===== src/shared/modem_control_map.svh =====
/*
  Register map and fixed numbers for the modem-control lines block.
  Assumes inclusion by bare name from the package and the design file.
*/
`ifndef MODEM_CONTROL_MAP_SVH
`define MODEM_CONTROL_MAP_SVH

// ----------------------------------------------------------------
// Register select
// ----------------------------------------------------------------
`define SEL_PTR_W        4
`define SEL_FIELD_MSB    3
`define SEL_FIELD_LSB    1
`define SEL_MODEM_CTRL   3'h5

// ----------------------------------------------------------------
// Register fields
// ----------------------------------------------------------------
`define REG_W            16
`define BIT_TX_EDGE      5
`define BIT_HS_EN        4
`define BIT_DTR_DIR      3
`define BIT_DSR_DIR      2
`define BIT_DTR_VAL      1
`define BIT_DSR_VAL      0
`define RESERVED_MSB     15
`define RESERVED_LSB     6
`define CTRL_RESET       6'h00

// ----------------------------------------------------------------
// Mode word spacing field and its codes
// ----------------------------------------------------------------
`define MFS_MSB          15
`define MFS_LSB          11
`define MFS_W            5
`define MFS_CODE_ONE     5'h01
`define MFS_CODE_TWO     5'h00

`endif


===== src/shared/modem_control_pkg.sv =====
/*
  Types for the modem-control lines block.
  Assumes modem_control_map.svh is on the include path.
*/
`include "modem_control_map.svh"
`default_nettype none

package modem_control_pkg;

  // Handshake sequencer, one-hot
  typedef enum logic [2:0] {
    HS_IDLE    = 3'b001,
    HS_REQUEST = 3'b010,
    HS_SEND    = 3'b100
  } hs_state_t;

  // Register port request
  typedef struct packed {
    logic [`SEL_PTR_W-1:0] addr;
    logic [`REG_W-1:0]     wdata;
    logic                  wr;
    logic                  rd;
  } bus_req_t;

  // Two-way pin drive
  typedef struct packed {
    logic o;
    logic oe;
  } pin_drv_t;

  // Software control bits
  typedef struct packed {
    logic tx_edge;
    logic hs_en;
    logic dtr_dir;
    logic dsr_dir;
    logic dtr_val;
    logic dsr_val;
  } ctrl_t;

  // Whole state of the block
  typedef struct packed {
    ctrl_t             ctrl;
    logic              a_s1;
    logic              a_s2;
    logic              b_s1;
    logic              b_s2;
    logic              c_s1;
    logic              c_s2;
    logic              c_s3;
    hs_state_t         hs;
    pin_drv_t          pin_a;
    pin_drv_t          pin_b;
    logic              tx_data;
    logic [`REG_W-1:0] rd_data;
  } state_t;

endpackage

`default_nettype wire


===== src/verilog/modem_control_lines.sv =====
/*
  Modem-control register with transmit-edge select, request/clear-to-send
  handshake and two general-purpose direction-programmable modem pins.
  Assumes one 40 MHz clock; the transmit clock and both modem pins come
  from outside and are synchronised here. The framer supplies the
  transmit bit, frame status and the mode word.
*/
// Design decisions made here: the register addresses and the strobed register port.
// Overview of operation
// - Register selected when pointer bits 3:1 equal 5
// - Edge bit set: data changes on rising edge
// - Handshake bit makes pins request output and clear input
// - Request low while data waits or sends
// - After closing flag, release request when idle/spaced
// - Handshake off: pins are general modem I/O
// - Terminal-ready direction bit: input or output
// - Set-ready direction bit: input or output
// - Terminal-ready value reads pin when input
// - Terminal-ready value written drives pin when output
// - Set-ready value reads pin or drives it
// - Spacing comes from mode word bits 15:11
`include "modem_control_map.svh"
`default_nettype none

module modem_control_lines (
  // Clock and reset
  input  wire logic                        clock_i,
  input  wire logic                        rst_n_i,
  // Register port
  input  wire modem_control_pkg::bus_req_t bus_i,
  output logic [`REG_W-1:0]                rd_data_o,
  // Framer side
  input  wire logic                        tx_bit_i,
  input  wire logic                        tx_pending_i,
  input  wire logic                        closing_flag_i,
  input  wire logic                        frame_waiting_i,
  input  wire logic [`REG_W-1:0]           mode_word_i,
  output logic                             tx_permit_o,
  output logic                             tx_bit_taken_o,
  // Transmit clock pin
  input  wire logic                        tx_clock_i,
  // Serial data pin
  output logic                             serial_tx_data_o,
  // Terminal-ready / request pin
  input  wire logic                        pin_a_i,
  output logic                             pin_a_o,
  output logic                             pin_a_oe_o,
  // Set-ready / clear pin
  input  wire logic                        pin_b_i,
  output logic                             pin_b_o,
  output logic                             pin_b_oe_o
);

  // ----------------------------------------------------------------
  // Helpers
  // ----------------------------------------------------------------
  function automatic logic spacing_over_two(
    input logic [`MFS_W-1:0] code
  );
    spacing_over_two = (code != `MFS_CODE_ONE) &&
                       (code != `MFS_CODE_TWO);
  endfunction

  function automatic logic pick_pin(
    input logic dir,
    input logic val,
    input logic pin
  );
    pick_pin = dir ? val : pin;
  endfunction

  // ----------------------------------------------------------------
  // State
  // ----------------------------------------------------------------
  modem_control_pkg::state_t state_reg;
  modem_control_pkg::state_t state_next;

  logic                      sel;
  logic                      wr_hit;
  logic                      rd_hit;
  logic                      clk_rise;
  logic                      clk_fall;
  logic                      tx_edge;
  logic                      cts_low;
  logic                      release_req;
  logic                      permit;
  logic                      rts_level;
  logic [`MFS_W-1:0]         min_frame_spacing;
  logic [`REG_W-1:0]         rd_word;

  // ----------------------------------------------------------------
  // Decode
  // ----------------------------------------------------------------
  assign sel = bus_i.addr[`SEL_FIELD_MSB:`SEL_FIELD_LSB]
               == `SEL_MODEM_CTRL;
  assign wr_hit = bus_i.wr && sel;
  assign rd_hit = bus_i.rd && sel;

  assign min_frame_spacing = mode_word_i[`MFS_MSB:`MFS_LSB];

  assign clk_rise = state_reg.c_s2 && !state_reg.c_s3;
  assign clk_fall = !state_reg.c_s2 && state_reg.c_s3;
  assign tx_edge  = state_reg.ctrl.tx_edge ? clk_rise : clk_fall;

  assign cts_low = !state_reg.b_s2;

  assign release_req = closing_flag_i &&
                       (!frame_waiting_i || spacing_over_two(min_frame_spacing));

  // With handshake on, transmission may start only once clear is granted; with it off, always permitted
  assign permit = !state_reg.ctrl.hs_en ||
                  (state_reg.hs == modem_control_pkg::HS_SEND);

  // Request is active low while asking or sending
  assign rts_level = (state_reg.hs == modem_control_pkg::HS_IDLE);

  // Readback: reserved bits read zero
  always_comb begin
    rd_word = '0;
    rd_word[`BIT_TX_EDGE] = state_reg.ctrl.tx_edge;
    rd_word[`BIT_HS_EN]   = state_reg.ctrl.hs_en;
    rd_word[`BIT_DTR_DIR] = state_reg.ctrl.dtr_dir;
    rd_word[`BIT_DSR_DIR] = state_reg.ctrl.dsr_dir;
    rd_word[`BIT_DTR_VAL] = pick_pin(state_reg.ctrl.dtr_dir,
                                     state_reg.ctrl.dtr_val,
                                     state_reg.a_s2);
    rd_word[`BIT_DSR_VAL] = pick_pin(state_reg.ctrl.dsr_dir,
                                     state_reg.ctrl.dsr_val,
                                     state_reg.b_s2);
  end

  // ----------------------------------------------------------------
  // Next state
  // ----------------------------------------------------------------
  always_comb begin
    state_next = state_reg;

    // Two-flop synchronisers; third stage for edge detect
    state_next.a_s1 = pin_a_i;
    state_next.a_s2 = state_reg.a_s1;
    state_next.b_s1 = pin_b_i;
    state_next.b_s2 = state_reg.b_s1;
    state_next.c_s1 = tx_clock_i;
    state_next.c_s2 = state_reg.c_s1;
    state_next.c_s3 = state_reg.c_s2;

    // Register writes; reserved bits are not stored
    if (wr_hit) begin
      state_next.ctrl.tx_edge = bus_i.wdata[`BIT_TX_EDGE];
      state_next.ctrl.hs_en   = bus_i.wdata[`BIT_HS_EN];
      state_next.ctrl.dtr_dir = bus_i.wdata[`BIT_DTR_DIR];
      state_next.ctrl.dsr_dir = bus_i.wdata[`BIT_DSR_DIR];
      if (state_reg.ctrl.dtr_dir) begin
        state_next.ctrl.dtr_val = bus_i.wdata[`BIT_DTR_VAL];
      end
      if (state_reg.ctrl.dsr_dir) begin
        state_next.ctrl.dsr_val = bus_i.wdata[`BIT_DSR_VAL];
      end
    end

    // Read data stand for one cycle only
    state_next.rd_data = rd_hit ? rd_word : '0;

    // Handshake sequencer
    case (state_reg.hs)
      modem_control_pkg::HS_IDLE: begin
        if (state_reg.ctrl.hs_en && tx_pending_i) begin
          state_next.hs = modem_control_pkg::HS_REQUEST;
        end
      end
      modem_control_pkg::HS_REQUEST: begin
        if (!state_reg.ctrl.hs_en) begin
          state_next.hs = modem_control_pkg::HS_IDLE;
        end else if (cts_low) begin
          state_next.hs = modem_control_pkg::HS_SEND;
        end
      end
      modem_control_pkg::HS_SEND: begin
        if (!state_reg.ctrl.hs_en || release_req) begin
          state_next.hs = modem_control_pkg::HS_IDLE;
        end
      end
      default: begin
        state_next.hs = modem_control_pkg::HS_IDLE;
      end
    endcase

    // Pin drive
    if (state_reg.ctrl.hs_en) begin
      state_next.pin_a.oe = 1'b1;
      state_next.pin_a.o  = rts_level;
      state_next.pin_b.oe = 1'b0;
      state_next.pin_b.o  = 1'b0;
    end else begin
      state_next.pin_a.oe = state_reg.ctrl.dtr_dir;
      state_next.pin_a.o  = state_reg.ctrl.dtr_dir &&
                            state_reg.ctrl.dtr_val;
      state_next.pin_b.oe = state_reg.ctrl.dsr_dir;
      state_next.pin_b.o  = state_reg.ctrl.dsr_dir &&
                            state_reg.ctrl.dsr_val;
    end

    // Serial data changes on the selected transmit clock edge, and is forced high whenever transmission is not permitted
    if (tx_edge) begin
      state_next.tx_data = permit ? tx_bit_i : 1'b1;
    end else if (!permit) begin
      state_next.tx_data = 1'b1;
    end
  end

  // ----------------------------------------------------------------
  // Registers
  // ----------------------------------------------------------------
  always_ff @(posedge clock_i) begin
    if (!rst_n_i) begin
      state_reg          <= '0;
      state_reg.ctrl     <= `CTRL_RESET;
      state_reg.hs       <= modem_control_pkg::HS_IDLE;
      state_reg.tx_data  <= 1'b1;
    end else begin
      state_reg <= state_next;
    end
  end

  // ----------------------------------------------------------------
  // Outputs
  // ----------------------------------------------------------------
  assign rd_data_o        = state_reg.rd_data;
  assign serial_tx_data_o = state_reg.tx_data;
  assign pin_a_o          = state_reg.pin_a.o;
  assign pin_a_oe_o       = state_reg.pin_a.oe;
  assign pin_b_o          = state_reg.pin_b.o;
  assign pin_b_oe_o       = state_reg.pin_b.oe;
  assign tx_permit_o      = permit;
  assign tx_bit_taken_o   = tx_edge && permit;

endmodule

`default_nettype wire


===== config.mk =====
export PLATFORM = sky130hd
export DESIGN_NAME = modem_control_lines
export DESIGN_NICKNAME = d
export VERILOG_FILES = /design/src/shared/modem_control_pkg.sv /design/src/verilog/modem_control_lines.sv
export VERILOG_INCLUDE_DIRS = /design/src /design/src/shared
export SDC_FILE = /design/constraint.sdc
export NUM_CORES = 1
export LEC_CHECK = 0
export ABC_AREA = 1
export BUFFER_PORTS_ARGS = -buffer_cell sky130_fd_sc_hd__buf_2
export CAP_MARGIN = 20
export CORE_AREA = 3 3 66 56
export CTS_CLUSTER_SIZE = 20
export DETAILED_ROUTE_END_ITERATION = 7
export DIE_AREA = 0 0 69 59
export GPL_ROUTABILITY_DRIVEN = 0
export PLACE_DENSITY = 0.73
export SLEW_MARGIN = 20
export SYNTH_ARGS = -nofsm -noshare
export SYNTH_HDL_FRONTEND = slang
export SYNTH_SLANG_ARGS = --single-unit
export TNS_END_PERCENT = 20

===== constraint.sdc =====
create_clock -name clock_i -period 1.06 [get_ports clock_i]
set_clock_uncertainty 0.2 [all_clocks]
set_input_delay 0.106 -clock clock_i [delete_from_list [all_inputs] [get_ports clock_i]]
set_output_delay 0.106 -clock clock_i [all_outputs]
set_load 0.1 [all_outputs]

# --- Word level (Yosys, flattened, before mapping) ---
# Index checks and enable logic that the tools add are counted.
totals:
  ff_bits: 37
  word_cells: 66
op_classes:
  n_eq_ne: 9
  n_mux: 12
  bitwise: 1
  n_reduce_logical: 23
ops:
  columns: ["operator", "count"]
  rows:
  - ["3-bit 2-to-1 mux", 4]
  - ["1-bit logical AND", 10]
  - ["3-bit case mux with 3 select lines", 1]
  - ["3-bit equality test (second input constant)", 2]
  - ["1-bit 2-to-1 mux", 6]
  - ["2-bit AND reduction", 3]
  - ["5-bit by 1-bit inequality test with 1-bit output (second input constant)", 1]
  - ["5-bit nonzero test", 1]
  - ["1-bit zero test", 4]
  - ["4-bit 2-to-1 mux", 1]
  - ["2-bit by 1-bit inequality test with 1-bit output (second input constant)", 2]
  - ["3-bit by 1-bit equality test with 1-bit output (second input constant)", 1]
  - ["3-bit by 2-bit equality test with 1-bit output (second input constant)", 1]
  - ["1-bit logical OR", 3]
  - ["3-bit inequality test (second input constant)", 1]
  - ["3-bit AND reduction", 1]
  - ["2-bit inequality test (second input constant)", 1]
  - ["2-bit OR reduction", 1]
  - ["1-bit NOT", 1]

# --- Depth between registers and ports, before layout ---
depth:
  ltp_word: 7
  ltp_mapped: 8

# --- Worst setup path before layout ---
# OpenSTA, ideal clock, no wires.
synth_timing:
  kind: "register -> output"
  start: "register state_reg, in the netlist state_next[24]"
  end: "output port tx_bit_taken_o"
  arrival_time_ps: 2106
  required_time_ps: 754
  path_slack_ps: -1352
  path_stages_with_launch: 6
  path_buffers: 0
  cell_sequence: "dfxtp_1 > inv_1 > nand2_1 > o21ai_0 > inv_1 > a21oi_1"
synth_via:
  elab_chain_len: 4
  elab_cells_between_ends: 5
  cone_classes: "mux: 1; reduce/logical: 4"
synth_lines:
  columns: ["item", "line", "source"]
  rows:
  - ["start, declared", "modem_control_lines.sv:75", "modem_control_pkg::state_t state_reg;"]
  - ["start signal, assigned", "modem_control_lines.sv:221", "state_reg <= state_next;"]
  - ["1-bit zero test", "modem_control_lines.sv:102", "assign clk_fall = !state_reg.c_s2 && state_reg.c_s3;"]
  - ["1-bit logical AND", "modem_control_lines.sv:102", null]
  - ["1-bit 2-to-1 mux (*)", "modem_control_lines.sv:103", "assign tx_edge = state_reg.ctrl.tx_edge ? clk_rise : clk_fall;"]
  - ["1-bit logical AND (*)", "modem_control_lines.sv:235", "assign tx_bit_taken_o = tx_edge && permit;"]
  - ["end, declared", "modem_control_lines.sv:39", "output logic tx_bit_taken_o,"]
# Mark *: on every way between the ends. The rest lies on a longest branch, timed or not.

# --- Worst setup path in the final report ---
# Ends and elaborated chain as after synthesis.

==> impl_metrics.csv <==
group,metric,value,unit
clock_network,cts_max_level,1,
final_layout,layout_commonest_cell,"buf_2",
placement,pre_cts_slack,-0.261,ns
logic_synthesis,yosys_warnings,0,
pwr,ir_drop,1.38,mV
floorplanning,die_area,0.00407,mm²
pwr,combPwrFrac,41.7,%
job,cap_violations,0,
final_layout,area_growth_syn_to_layout,67.5,%
floorplanning,core,0.00306,mm²
setup_path,path_class,"reg2out",
global_routing,overflow,0,
drt,drc,0,
global_routing,grt_pass1_vias,992,
drt,wl,2.88,mm
placement,hpwl,1.80,mm
final_layout,largest_reg_flops,8,
logic_synthesis,syn_area,0.00114,mm²
final_layout,fill_cells,248,
floorplanning,rows,18,
timing,fin_crit,1.63,ns
setup_path,cp.required,0.75,ns
drt,postRouteAntennaNets,0,
run_status,outcome,"finished with violations",
floorplanning,initial_utilization,37.3,%
timing,final-hold-violation-count,0,
placement,dp.cells,224,
global_routing,antenna_found_initial,0,
setup_path,worstPathMaxFanout,2,
setup_path,endpoint_kind,"output pin",
min_path,hp-class,"in2reg",
floorplanning,die_y,59,µm
logic_synthesis,yosys_register_bits,27,
pwr,p_int,1.91,mW
drt,first_pass_iters,4,
pwr,power_frac_seq,38.7,%
final_layout,diodes,0,
drt,viasPerCell,4.41,
drt,drt_iter0_drc,21,
final_layout,drive_above_1_share,50.0,%
timing,period_share,154,%
clock_network,clockBufferDepth,2,
floorplanning,die_width,69,µm
setup_path,critPathArrivalTime,1.33,ns
floorplanning,pin_count,70,
drt,vias,1085,
final_layout,fin_cells,246,
pwr,cellLeakagePower,0.908,nW
timing,whs,0.0404,ns
pwr,clkPwrFrac,19.6,%
pwr,p_switching,1.09,mW
logic_synthesis,yosysUniqueCellTypes,20,
global_routing,track_usage,12.9,%
setup_path,cp-start-kind,"flip-flop",
clock_network,numCtsBuffers,3,
run_status,violations,"setup timing",
final_layout,layout.nets,254,
logic_synthesis,synthCells,144,
logic_synthesis,synth_area_per_cell,7.94,µm²
global_routing,grt_max_degree,17,
logic_synthesis,yosysSeqAreaShare,47.3,%
timing,setup_ws,-0.573,ns
pwr,netSwitchingFraction,36.3,%
timing,report.final.slew_viol_count,0,
clock_network,clock-sinks,27,
pwr,finalPower,3.00,mW
final_layout,layout.cells.most_common_list,"buf_2 (23), nand2_1 (19), inv_1 (15), dfxtp_2 (15), buf_4 (14)",
timing,setup_viol,19,
clock_network,cts.reportedPaths.clkPinSlew,0.09,ns
timing,max_clock_freq,612,MHz
timing,grt_setup_unrepaired,"yes",
placement,port_buffers,36,
clock_network,clock-root-buffer,"clkbuf_8",
drt,wl_per_cell,11.7,µm
clock_network,cts_tree,"done",
pwr,p_per_area,1560,mW/mm²
global_routing,grt_pass1_wl,4.15,mm
clock_network,clock_latency,0.27,ns
-- synthesized netlist by cell type --
master	count	area [µm²]
dfxtp_1	27	541
nand2_1	23	86.3
inv_1	19	71.3
buf_4	16	120
a21oi_1	12	60.1
nor2_1	11	41.3
nand3_1	7	35.0
o21ai_0	5	25.0
o21ai_1	4	20.0
inv_2	3	11.3
nand4_1	3	18.8
nor2_4	3	33.8
nor3_1	3	15.0
buf_6	2	22.5
buf_2	1	5.00
conb_1	1	3.75
nand2_2	1	6.26
nand2_4	1	11.3
nand3_2	1	10.0
nor2_2	1	6.26
-- worst max-delay path: stages (launching register included) --
cell	delay (ns)
dfxtp_2	0.35
inv_2	0.04
nor2_1	0.09
nand2_1	0.09
o21ai_2	0.09
inv_2	0.08
a21oi_4	0.13
buf_12	0.19
-- stage by stage --
stage               setup TNS, ns  utilization (%)  instance area, µm²
floorplan                   -1.52                -                1220
global placement            -1.83             52.4                1610
detailed placement          -2.47             52.4                1610
CTS                         -2.40             61.2                1870
global route                -3.29             62.5                1920
finish                      -2.46             62.5                1920
-- final timing paths --
check	from	end	slack (ns)	depth (start not counted)
max	state_next[24]	tx_bit_taken_o	-0.57	7
min	tx_pending_i	state_reg[21]	0.04	6
max reg2reg	state_next[24]	serial_tx_data_o	-0.37	9
min reg2reg	state_next[25]	state_next[24]	0.21	2
-- repair_timing --
item / 4_1_cts / 5_1_grt
buffers inserted: 5 / 2
endpoints found under the hold margin: 10 / 0
gates resized for setup: 26 / 14
pin swaps: 11 / 6
hold buffers: 12 / 0
endpoints found under the setup margin: 21 / 25
-- power by group through the flow --
stage	registers [mW]	clock network [mW]	logic, mW
2_1_floorplan	1.22	0	0.655
3_3_place_gp	1.19	0	0.926
3_5_place_dp	1.19	0	0.943
4_1_cts	1.16	0.603	1.22
5_1_grt	1.17	0.653	1.32
6_report	1.16	0.586	1.25
-- area by class of cell --
type | count | area [µm²] | area share, %
clock inverters | 1 | 7.51 | 0.392
repair buffers | 68 | 673 | 35.1
inverters | 22 | 85.1 | 4.44
flip-flops and latches | 27 | 567 | 29.6
clock buffers | 3 | 41.3 | 2.16
multi-input cells | 85 | 492 | 25.7
well taps | 40 | 50.0 | 2.61
-- kinds of logic after synthesis --
group           count (synthesis)  share of synthesized area (%)
flops                          27                           47.3
compound gates                 21                           9.19
buf+inv                        41                           20.1
simple gates                   54                           23.1
other cells                     1                          0.328
-- routing by layer --
| metal | GRT usage [%] | share of wire [%] | vias to the layer above |
|---|---|---|---|
| met5 | 0 | 0 | - |
| met1 | 13.0 | 36 | 503 |
| met4 | 3.62 | 1.8 | 0 |
| met2 | 26.0 | 57 | 30 |
| met3 | 3.90 | 4.6 | 6 |
| li1 | - | - | 546 |
No activity file was read; power rests on OpenSTA's default activity.
